File: src/bst_pkg.sv
`default_nettype none

package bst_pkg;

    // Controller states, sixteen in all, held in four bits
    typedef enum logic [3:0] {
        TEST_LOGIC_RESET,
        RUN_TEST_IDLE,
        SELECT_DR,
        CAPTURE_DR,
        SHIFT_DR,
        EXIT1_DR,
        PAUSE_DR,
        EXIT2_DR,
        UPDATE_DR,
        SELECT_IR,
        CAPTURE_IR,
        SHIFT_IR,
        EXIT1_IR,
        PAUSE_IR,
        EXIT2_IR,
        UPDATE_IR
    } bst_state_t;

    localparam int IR_LEN = 3;
    localparam int ID_LEN = 32;
    localparam int NUM_PINS = 4;
    localparam int BSR_LEN = 2 * NUM_PINS;

    // Instruction codes
    localparam logic [IR_LEN-1:0] INS_EXTEST = 3'h0;
    localparam logic [IR_LEN-1:0] INS_SAMPLE = 3'h1;
    localparam logic [IR_LEN-1:0] INS_IDCODE = 3'h2;
    localparam logic [IR_LEN-1:0] INS_BYPASS = 3'h7;

    // Fixed pattern loaded into the instruction register on capture
    localparam logic [IR_LEN-1:0] IR_CAPTURE = 3'h1;
    localparam logic [IR_LEN-1:0] IR_RESET = INS_IDCODE;

    // Identification fields; values are arbitrary
    localparam logic [3:0]  ID_VERSION = 4'h1;
    localparam logic [15:0] ID_PART    = 16'h0042;
    localparam logic [10:0] ID_MAKER   = 11'h0AB;
    localparam logic        ID_LSB     = 1'h1;
    localparam logic [ID_LEN-1:0] ID_VALUE =
        {ID_VERSION, ID_PART, ID_MAKER, ID_LSB};

    localparam logic [BSR_LEN-1:0] BSR_RESET = 8'h00;

endpackage

`default_nettype wire

File: src/bst_tap.sv
`timescale 1ns/100ps
`default_nettype none

module bst_tap (
    // System
    input  wire logic                          sys_clk,
    input  wire logic                          rst_b,
    // Test access port
    input  wire logic                          tck,
    input  wire logic                          tms,
    input  wire logic                          tdi,
    output logic                               tdo,
    output logic                               tdo_oe,
    // Device pins
    input  wire logic [bst_pkg::NUM_PINS-1:0]  pin_in,
    output logic      [bst_pkg::NUM_PINS-1:0]  pin_out,
    // Core side
    input  wire logic [bst_pkg::NUM_PINS-1:0]  core_out,
    output logic      [bst_pkg::NUM_PINS-1:0]  core_in
);

    logic [1:0]                  rst_sync_reg;
    logic                        rst_int_b;
    logic [1:0]                  tck_sync_reg;
    logic [1:0]                  tms_sync_reg;
    logic [1:0]                  tdi_sync_reg;
    logic [bst_pkg::NUM_PINS-1:0] pin_s1_reg;
    logic [bst_pkg::NUM_PINS-1:0] pin_s2_reg;
    logic                        tck_prev_reg;
    logic                        tck_rise;
    logic                        tck_fall;
    bst_pkg::bst_state_t         state;
    logic [bst_pkg::IR_LEN-1:0]  ir_shift_reg;
    logic [bst_pkg::IR_LEN-1:0]  ir_reg;
    logic                        bypass_reg;
    logic [bst_pkg::ID_LEN-1:0]  id_reg;
    logic [bst_pkg::BSR_LEN-1:0] bsr_reg;
    logic [bst_pkg::BSR_LEN-1:0] bsr_upd_reg;
    logic                        dr_bit;
    logic                        extest;

    // Boundary register is the scan path for both of these codes
    function automatic logic bsr_code(
        input logic [bst_pkg::IR_LEN-1:0] code
    );
        return (code == bst_pkg::INS_EXTEST)
               || (code == bst_pkg::INS_SAMPLE);
    endfunction

    // Either shift state puts the driver on the data out pin
    function automatic logic shifting(input bst_pkg::bst_state_t s);
        return (s == bst_pkg::SHIFT_IR) || (s == bst_pkg::SHIFT_DR);
    endfunction

    // Reset release through two flops
    always_ff @(posedge sys_clk or negedge rst_b) begin
        if (!rst_b) begin
            rst_sync_reg <= 2'h0;
        end else begin
            rst_sync_reg <= {rst_sync_reg[0], 1'h1};
        end
    end
    assign rst_int_b = rst_sync_reg[1];

    // Pins cross in through two flops; test clock is sampled, not used as one
    always_ff @(posedge sys_clk or negedge rst_int_b) begin
        if (!rst_int_b) begin
            tck_sync_reg <= 2'h0;
            tms_sync_reg <= 2'h3;
            tdi_sync_reg <= 2'h3;
            pin_s1_reg   <= '0;
            pin_s2_reg   <= '0;
            tck_prev_reg <= 1'h0;
        end else begin
            tck_sync_reg <= {tck_sync_reg[0], tck};
            tms_sync_reg <= {tms_sync_reg[0], tms};
            tdi_sync_reg <= {tdi_sync_reg[0], tdi};
            pin_s1_reg   <= pin_in;
            pin_s2_reg   <= pin_s1_reg;
            tck_prev_reg <= tck_sync_reg[1];
        end
    end

    // Edges last one cycle; test clock phases shorter than one cycle can be lost
    assign tck_rise = tck_sync_reg[1] & ~tck_prev_reg;
    assign tck_fall = ~tck_sync_reg[1] & tck_prev_reg;

    bst_fsm u_fsm (
        .clk      (sys_clk),
        .rst_b    (rst_int_b),
        .tck_rise (tck_rise),
        .tms      (tms_sync_reg[1]),
        .state    (state)
    );

    // Instruction register: capture, shift, update
    always_ff @(posedge sys_clk or negedge rst_int_b) begin
        if (!rst_int_b) begin
            ir_shift_reg <= bst_pkg::IR_RESET;
            ir_reg       <= bst_pkg::IR_RESET;
        end else if (state == bst_pkg::TEST_LOGIC_RESET) begin
            ir_shift_reg <= bst_pkg::IR_RESET;
            ir_reg       <= bst_pkg::IR_RESET;
        end else if (tck_rise && state == bst_pkg::CAPTURE_IR) begin
            ir_shift_reg <= bst_pkg::IR_CAPTURE;
        end else if (tck_rise && state == bst_pkg::SHIFT_IR) begin
            ir_shift_reg <= {tdi_sync_reg[1],
                             ir_shift_reg[bst_pkg::IR_LEN-1:1]};
        end else if (tck_fall && state == bst_pkg::UPDATE_IR) begin
            ir_reg <= ir_shift_reg;
        end
    end

    assign extest = (ir_reg == bst_pkg::INS_EXTEST);

    // Bypass register
    always_ff @(posedge sys_clk or negedge rst_int_b) begin
        if (!rst_int_b) begin
            bypass_reg <= 1'h0;
        end else if (tck_rise && state == bst_pkg::CAPTURE_DR) begin
            bypass_reg <= 1'h0;
        end else if (tck_rise && state == bst_pkg::SHIFT_DR) begin
            bypass_reg <= tdi_sync_reg[1];
        end
    end

    // Identification register
    always_ff @(posedge sys_clk or negedge rst_int_b) begin
        if (!rst_int_b) begin
            id_reg <= bst_pkg::ID_VALUE;
        end else if (tck_rise && state == bst_pkg::CAPTURE_DR) begin
            id_reg <= bst_pkg::ID_VALUE;
        end else if (tck_rise && state == bst_pkg::SHIFT_DR
                     && ir_reg == bst_pkg::INS_IDCODE) begin
            id_reg <= {tdi_sync_reg[1], id_reg[bst_pkg::ID_LEN-1:1]};
        end
    end

    // Boundary cells: low half watches inputs, high half the outputs
    always_ff @(posedge sys_clk or negedge rst_int_b) begin
        if (!rst_int_b) begin
            bsr_reg     <= bst_pkg::BSR_RESET;
            bsr_upd_reg <= bst_pkg::BSR_RESET;
        end else if (state == bst_pkg::TEST_LOGIC_RESET) begin
            bsr_upd_reg <= bst_pkg::BSR_RESET;
        end else if (bsr_code(ir_reg)) begin
            if (tck_rise && state == bst_pkg::CAPTURE_DR) begin
                bsr_reg <= {pin_out, pin_s2_reg};
            end else if (tck_rise && state == bst_pkg::SHIFT_DR) begin
                bsr_reg <= {tdi_sync_reg[1],
                            bsr_reg[bst_pkg::BSR_LEN-1:1]};
            end else if (tck_fall && state == bst_pkg::UPDATE_DR) begin
                bsr_upd_reg <= bsr_reg;
            end
        end
    end

    // Output cells take over the pins only under EXTEST
    always_ff @(posedge sys_clk or negedge rst_int_b) begin
        if (!rst_int_b) begin
            pin_out <= '0;
            core_in <= '0;
        end else begin
            pin_out <= extest
                ? bsr_upd_reg[bst_pkg::BSR_LEN-1:bst_pkg::NUM_PINS]
                : core_out;
            core_in <= pin_s2_reg;
        end
    end

    // Unknown codes fall back to bypass
    always_comb begin
        if (bsr_code(ir_reg)) begin
            dr_bit = bsr_reg[0];
        end else if (ir_reg == bst_pkg::INS_IDCODE) begin
            dr_bit = id_reg[0];
        end else begin
            dr_bit = bypass_reg;
        end
    end

    // Driver enable follows the shift states, updated on the falling clock
    always_ff @(posedge sys_clk or negedge rst_int_b) begin
        if (!rst_int_b) begin
            tdo_oe <= 1'h0;
        end else if (tck_fall) begin
            tdo_oe <= shifting(state);
        end
    end

    // Data out moves on the falling clock so the tester samples it settled
    always_ff @(posedge sys_clk or negedge rst_int_b) begin
        if (!rst_int_b) begin
            tdo <= 1'h0;
        end else if (tck_fall) begin
            tdo <= (state == bst_pkg::SHIFT_IR) ? ir_shift_reg[0]
                                                : dr_bit;
        end
    end

endmodule

`default_nettype wire

File: src/bst_fsm.sv
`timescale 1ns/100ps
`default_nettype none

module bst_fsm (
    // Clock and reset
    input  wire logic             clk,
    input  wire logic             rst_b,
    // Sampled link
    input  wire logic             tck_rise,
    input  wire logic             tms,
    // State
    output bst_pkg::bst_state_t   state
);

    bst_pkg::bst_state_t state_next;

    always_comb begin
        state_next = state;
        case (state)
            bst_pkg::TEST_LOGIC_RESET:
                state_next = tms ? bst_pkg::TEST_LOGIC_RESET
                                 : bst_pkg::RUN_TEST_IDLE;
            bst_pkg::RUN_TEST_IDLE:
                state_next = tms ? bst_pkg::SELECT_DR : bst_pkg::RUN_TEST_IDLE;
            bst_pkg::SELECT_DR:
                state_next = tms ? bst_pkg::SELECT_IR : bst_pkg::CAPTURE_DR;
            bst_pkg::CAPTURE_DR:
                state_next = tms ? bst_pkg::EXIT1_DR : bst_pkg::SHIFT_DR;
            bst_pkg::SHIFT_DR:
                state_next = tms ? bst_pkg::EXIT1_DR : bst_pkg::SHIFT_DR;
            bst_pkg::EXIT1_DR:
                state_next = tms ? bst_pkg::UPDATE_DR : bst_pkg::PAUSE_DR;
            bst_pkg::PAUSE_DR:
                state_next = tms ? bst_pkg::EXIT2_DR : bst_pkg::PAUSE_DR;
            bst_pkg::EXIT2_DR:
                state_next = tms ? bst_pkg::UPDATE_DR : bst_pkg::SHIFT_DR;
            bst_pkg::UPDATE_DR:
                state_next = tms ? bst_pkg::SELECT_DR : bst_pkg::RUN_TEST_IDLE;
            bst_pkg::SELECT_IR:
                state_next = tms ? bst_pkg::TEST_LOGIC_RESET
                                 : bst_pkg::CAPTURE_IR;
            bst_pkg::CAPTURE_IR:
                state_next = tms ? bst_pkg::EXIT1_IR : bst_pkg::SHIFT_IR;
            bst_pkg::SHIFT_IR:
                state_next = tms ? bst_pkg::EXIT1_IR : bst_pkg::SHIFT_IR;
            bst_pkg::EXIT1_IR:
                state_next = tms ? bst_pkg::UPDATE_IR : bst_pkg::PAUSE_IR;
            bst_pkg::PAUSE_IR:
                state_next = tms ? bst_pkg::EXIT2_IR : bst_pkg::PAUSE_IR;
            bst_pkg::EXIT2_IR:
                state_next = tms ? bst_pkg::UPDATE_IR : bst_pkg::SHIFT_IR;
            bst_pkg::UPDATE_IR:
                state_next = tms ? bst_pkg::SELECT_DR : bst_pkg::RUN_TEST_IDLE;
            default:
                state_next = bst_pkg::TEST_LOGIC_RESET;
        endcase
    end

    // Moves only on a link clock rising edge
    always_ff @(posedge clk or negedge rst_b) begin
        if (!rst_b) begin
            state <= bst_pkg::TEST_LOGIC_RESET;
        end else if (tck_rise) begin
            state <= state_next;
        end
    end

endmodule

`default_nettype wire

File: config.mk
export PLATFORM = sky130hd
export DESIGN_NAME = bst_tap
export DESIGN_NICKNAME = d
export VERILOG_FILES = /design/src/bst_pkg.sv /design/src/bst_tap.sv /design/src/bst_fsm.sv
export SDC_FILE = /design/constraint.sdc
export NUM_CORES = 1
export LEC_CHECK = 0
export BUFFER_PORTS_ARGS = -buffer_cell sky130_fd_sc_hd__buf_2
export CORE_AREA = 2 2 90 92
export DETAILED_ROUTE_END_ITERATION = 7
export DIE_AREA = 0 0 92 94
export HOLD_SLACK_MARGIN = 0.12
export SLEW_MARGIN = 20
export SYNTH_ARGS = -nofsm -noshare
export SYNTH_HDL_FRONTEND = slang
export SYNTH_SLANG_ARGS = --single-unit
export TNS_END_PERCENT = 5
File: constraint.sdc
create_clock -name sys_clk -period 6.3 [get_ports sys_clk]
set_input_delay 0.63 -clock sys_clk [delete_from_list [all_inputs] [get_ports sys_clk]]
set_output_delay 0.63 -clock sys_clk [all_outputs]
set_load 0.01 [all_outputs]
Word-level counts from Yosys, hierarchy flattened

Cells that the tools add are included.

Output and inout bits: 10
Flip-flop bits (word level): 86
Logic and storage cells: 102
Input port bits: 13

Bitwise gates (word level): 5
Equal/unequal tests: 21
Muxes and demuxes: 35
Reductions and logical operators: 23

Operators by type and width:

| cell                                                 | count |
|---|---|
| 2-to-1 mux 32 bit                                    | 2 |
| 2-to-1 mux 8 bit                                     | 7 |
| case mux 4 bit (12 select lines)                     | 1 |
| equality test 4 bit (second input constant)          | 8 |
| 2-to-1 mux 3 bit                                     | 9 |
| 2-to-1 mux 4 bit                                     | 5 |
| equality test 4 x 3 -> 1 bit (second input constant) | 4 |
| nonzero test 2 bit                                   | 5 |
| equality test 4 x 2 -> 1 bit (second input constant) | 2 |
| 2-to-1 mux 1 bit                                     | 8 |
| inequality test 2 bit (second input constant)        | 4 |
| logical AND 1 bit                                    | 7 |
| 2-to-1 mux 2 bit                                     | 3 |
| AND reduction 3 bit                                  | 2 |
| equality test 4 x 1 -> 1 bit (second input constant) | 1 |
| logical NOT 4 bit                                    | 1 |
| AND reduction 4 bit                                  | 1 |
| OR reduction 2 bit                                   | 2 |
| equality test 3 x 1 -> 1 bit (second input constant) | 1 |
| equality test 3 x 2 -> 1 bit (second input constant) | 1 |
| logical NOT 3 bit                                    | 1 |
| NOT 1 bit                                            | 3 |
| nonzero test 3 bit                                   | 1 |
| OR reduction 3 bit                                   | 1 |
| other kinds (2)                                      | 4 |

Depth between registers and ports, before layout

Depth in word-level cells: 8
Gate-level depth with buffers: 6
Gate-level depth less buffers: 4

Modules after synthesis

From an unflattened synthesis, not the netlist that was laid out.

Cell total of the unflattened synthesis: 320
Area, all modules: 3410.8 um^2

Modules (own cells, without submodules):

| module  | cells each | area each (um^2) | seq. area each (um^2) | times used |
|---|---|---|---|---|
| bst_tap | 273        | 3010.4           | 1970.6                | 1 |
| bst_fsm | 47         | 400.4            | 100.1                 | 1 |

Worst setup path after synthesis

Ideal clock, no wire load.

Path type: register to register
Start point: reg tms_sync_reg[1]
End point: reg u_fsm.state[1]
Library setup time: 66 ps
Data required time: 6234 ps
Slack: 4588 ps
Cell stages (with the launch flop): 6
Buffers on the path: 1
Clock period less this slack: 1712 ps
Arrival: 1646 ps
Cell sequence: dfstp_2 > clkbuf_1 > or3b_2 > a211o_1 > o21ai_0 > a22o_1

Longest elaborated chain between the ends: 2
Elaborated cells on any way between the ends: 8
Classes of those cells: 8 x mux

Ends and longest elaborated chain:

| item                                           | RTL line      | RTL |
|---|---|---|
| start: declaration                             | bst_tap.sv:25 | `logic [1:0] tms_sync_reg;` |
| start signal: assignment                       | bst_tap.sv:76 | `tms_sync_reg <= {tms_sync_reg[0], tms};` |
| 2-to-1 mux 2 bit, or another cell as far along | -             |  |
| case mux 4 bit (12 select lines) *             | bst_fsm.sv:19 | `case (state)` |
| end signal: assignment                         | bst_fsm.sv:62 | `state <= bst_pkg::TEST_LOGIC_RESET;` |
| end signal: assignment                         | bst_fsm.sv:64 | `state <= state_next;` |
| end: declaration                               | bst_fsm.sv:12 | `output bst_pkg::bst_state_t state` |

Mark *: on every way between the ends. The rest lies on a longest branch, timed or not.
A chain may end at the register's enable or synchronous reset.

Final worst setup path

Start point: reg u_fsm.state[3]
End point: reg id_reg[29] (netlist bit)

Longest elaborated chain between the ends: 4
Elaborated cells on any way between the ends: 7
Classes of those cells: 2 x eq/ne; 1 x mux; 4 x reduce/logical

Ends and longest elaborated chain:

| item                                | RTL line       | RTL |
|---|---|---|
| equality test 4 x 3 -> 1 bit        | bst_tap.sv:133 | `end else if (tck_rise && state == bst_pkg::SHIFT_DR` |
| logical AND 1 bit                   | bst_tap.sv:133 |  |
| logical AND 1 bit                   | bst_tap.sv:134 | `&& ir_reg == bst_pkg::INS_IDCODE) begin` |
| nonzero test 2 bit (no source line) | -              |  |
| end signal: assignment              | bst_tap.sv:130 | `id_reg <= bst_pkg::ID_VALUE;` |
| end signal: assignment              | bst_tap.sv:132 | `id_reg <= bst_pkg::ID_VALUE;` |
| end signal: assignment              | bst_tap.sv:135 | `id_reg <= {tdi_sync_reg[1], id_reg[bst_pkg::ID_LEN-1:1]};` |
| end: declaration                    | bst_tap.sv:36  | `logic [bst_pkg::ID_LEN-1:0] id_reg;` |

Several ways; a longest one is shown, not always the timed one.

==> impl_metrics.env <==
export IMPL_dpl_worst_slack_ns=3.83
export IMPL_final_period_utilization=0.398
export IMPL_cp_end_kind="flip-flop"
export IMPL_path_clk_slew_ns=0.09
export IMPL_portBuffers=22
export IMPL_drive_above_1_share=0.194
export IMPL_ys_seq_area_frac=0.616
export IMPL_synth_top_family_by_area="simple AND/OR/NAND/NOR gates"
export IMPL_power_leakage_nw=1.77
export IMPL_fin_cells=453
export IMPL_finalPower_mw=1.44
export IMPL_timing_final_ws_setup_ns=3.79
export IMPL_slowest_delay_ns=0.98
export IMPL_yosysWarnings=0
export IMPL_syn_inst=330
export IMPL_track_usage=0.163
export IMPL_status="complete, no violations"
export IMPL_final_max_slew_violation_count=0
export IMPL_grt_pass1_vias=2336
export IMPL_clockBufferDepth=2
export IMPL_vias_per_cell=5.18
export IMPL_synth_compound_area_share=0.101
export IMPL_largest_reg_flops=32
export IMPL_finalSetupViolCount=0
export IMPL_antenna_diode_count=0
export IMPL_clock_latency_ns=0.35
export IMPL_powerDensity_nw_per_um2=381
export IMPL_cts_buffers_inserted=9
export IMPL_die_area_sq_um=8650
export IMPL_synthSimpleGateAreaFrac=0.211
export IMPL_grt_max_degree=81
export IMPL_min_period_ns=2.51
export IMPL_synth_xor_area_frac=0
export IMPL_drt_iter0_drc=162
export IMPL_grt_pass1_wl_um=11100
export IMPL_crit_family="simple AND/OR/NAND/NOR gates"
export IMPL_drc=0
export IMPL_ant_nets=0
export IMPL_crit_slowest_cell="and4_1"
export IMPL_synth_adder_area_share=0
export IMPL_antenna_found_initial=0
export IMPL_rsz0062_at_grt="no"
export IMPL_cts_num_sinks=82
export IMPL_cp_required_ns=6.57
export IMPL_grt_overflow=0
export IMPL_critical_path_max_fanout=31
export IMPL_worst_pin_slew_ns=1.09
export IMPL_syn_num_nets=343
export IMPL_dp_cells=435
export IMPL_syn2layout_area_growth_pct=12.3
export IMPL_h_tree_depth=3
export IMPL_syn_avg_cell_area_sq_um=10.2
export IMPL_layout_nets=359
export IMPL_synth_area_sq_um=3360
export IMPL_clockRootBuffer="clkbuf_8"
export IMPL_placementRows=32
export IMPL_routabilityCongestion=0.757
export IMPL_initial_core_util=0.442
export IMPL_die_x_um=92
export IMPL_path_cells="nor3_1, and4_1, nand2_1, a21oi_1"
export IMPL_crit_type="reg2reg"
export IMPL_final_util=0.496
export IMPL_dp_hpwl_um=3690
export IMPL_drt_total_wl_um=6250
export IMPL_drtPass1Iterations=4
export IMPL_slew_headroom=0.271
export IMPL_synth_seq_cells=82
export IMPL_skew_ns=0.0131
export IMPL_wl_per_cell_um=13.8
export IMPL_tns_ns=0
export IMPL_synthMuxAreaShare=0.0402
export IMPL_synth_cell_types=40
export IMPL_max_freq_mhz=399
export IMPL_hold_viol=0
export IMPL_coreArea_sq_um=7610
export IMPL_ios=23
export IMPL_vias=2346
export IMPL_arrival_ns=2.78
export IMPL_irDropWorstVdd_mv=0.154
export IMPL_cts_tree="built"
export IMPL_post_cts_resized=0
export IMPL_critPathLaunchType="flip-flop"
export IMPL_min_path_type="reg2async"
export IMPL_crit_buf_inv=0
export IMPL_r2r_slack_ns=3.79
export IMPL_cap_violations=0
export IMPL_die_y_um=94
-- per-stage QoR --
step	area, sq um	hold WS [ns]
floorplan	3360	0.331
finish	3770	0.258
detailed placement	3530	0.340
global placement	3530	0.331
CTS	3750	0.351
global route	3770	0.285
-- power breakdown --
group	leakage (nW)	total, mW	internal, mW	switching (mW)
clock network	0.0988	0.392	0.190	0.202
logic	0.660	0.277	0.124	0.152
registers	1.01	0.768	0.652	0.116
total	1.77	1.44	0.966	0.471
-- worst reg2reg max path: stages (launching register included) --
cell and delay, ns:
dfrtp_1 0.63, nor3_1 0.54, and4_1 0.98, nand2_1 0.13, a21oi_1 0.15
-- timing repair --
item | in CTS | in global routing
setup buffers | 0 | 0
setup endpoints to repair | 0 | 0
hold endpoints to repair | 2 | 0
hold buffers | 1 | 0
-- final timing paths --
check	startpoint	end	cells after the start
worst max-delay path	u_fsm.state[3]$_DFFE_PN0P_	id_reg[29]$_DFFE_PN0P_	4
worst min-delay path	rst_sync_reg[1]$_DFF_PN0_	pin_s2_reg[2]$_DFF_PN0_	0
worst max register to register	u_fsm.state[3]$_DFFE_PN0P_	id_reg[29]$_DFFE_PN0P_	4
worst min register to register	rst_sync_reg[1]$_DFF_PN0_	pin_s2_reg[2]$_DFF_PN0_	0
max in group asynchronous	rst_sync_reg[1]$_DFF_PN0_	id_reg[28]$_DFFE_PN1P_	1
min in group sys_clk	rst_sync_reg[0]$_DFF_PN0_	rst_sync_reg[1]$_DFF_PN0_	0
-- routing by layer --
layer / vias up / global-route usage / routed length, um
met2: 30 / 0.255 / 2880
li1: 1146 / - / -
met4: 0 / 0.0746 / 104
met3: 11 / 0.0305 / 197
met5: - / 0 / 0
met1: 1159 / 0.223 / 3060
-- cells in the mapped netlist, drive strengths merged --
master / count / area (sq um)
nand2b: 3 / 18.8
o21bai: 2 / 15.0
a2111oi: 1 / 27.5
nor3b: 1 / 7.51
nand3: 24 / 120
a211oi: 1 / 7.51
inv: 2 / 7.51
and2: 2 / 12.5
or4: 1 / 7.51
nand3b: 1 / 7.51
nor2b: 6 / 37.5
buf: 9 / 48.8
or2: 2 / 12.5
o32a: 1 / 10.0
nand2: 84 / 315
a22o: 1 / 8.76
dfrtp: 67 / 1680
o21ai: 17 / 85.1
a31oi: 14 / 87.6
nand4: 1 / 6.26
a211o: 2 / 17.5
a21oi: 10 / 50.1
mux2i: 9 / 90.1
nor3: 3 / 15.0
o22ai: 2 / 12.5
or3b: 2 / 20.0
o31ai: 1 / 7.51
conb: 1 / 3.75
dfstp: 15 / 394
a221o: 1 / 10.0
and4: 1 / 8.76
and4b: 1 / 10.0
mux2: 4 / 45.0
clkbuf: 12 / 45.0
nor4: 3 / 25.0
nor2: 23 / 86.3
-- logic make-up (layout without fill, tap and decap cells) --
logic type	Yosys count	in the layout
and+or+nand+nor	158	158
muxes	13	13
buffers and inverters	23	44
AOI/OAI and AO/OA	53	53
other	1	1
DFF	82	82
-- final cells by class --
cell class | count | area (sq um)
well taps | 102 | 128
multi-input cells | 225 | 1190
inverters | 2 | 7.51
clock buffers | 9 | 124
fillers | 710 | 3830
flip-flops and latches | 82 | 2070
repair buffers | 26 | 163
clock inverters | 7 | 82.6
-- placed cells by master (no fill, tap or decap), types with 3 or more instances in the layout --
cell type  instances
buf_2             22
inv_6              3
nand3_1           24
mux2i_1            9
nand2b_1           3
clkbuf_8           9
dfstp_2           15
a31oi_1           14
nor2b_1            6
dfrtp_1           66
a21oi_1           10
o21ai_0           17
nor3_1             3
mux2_2             4
nand2_1           84
nor2_1            23
Power figures use the tool's default switching activity.
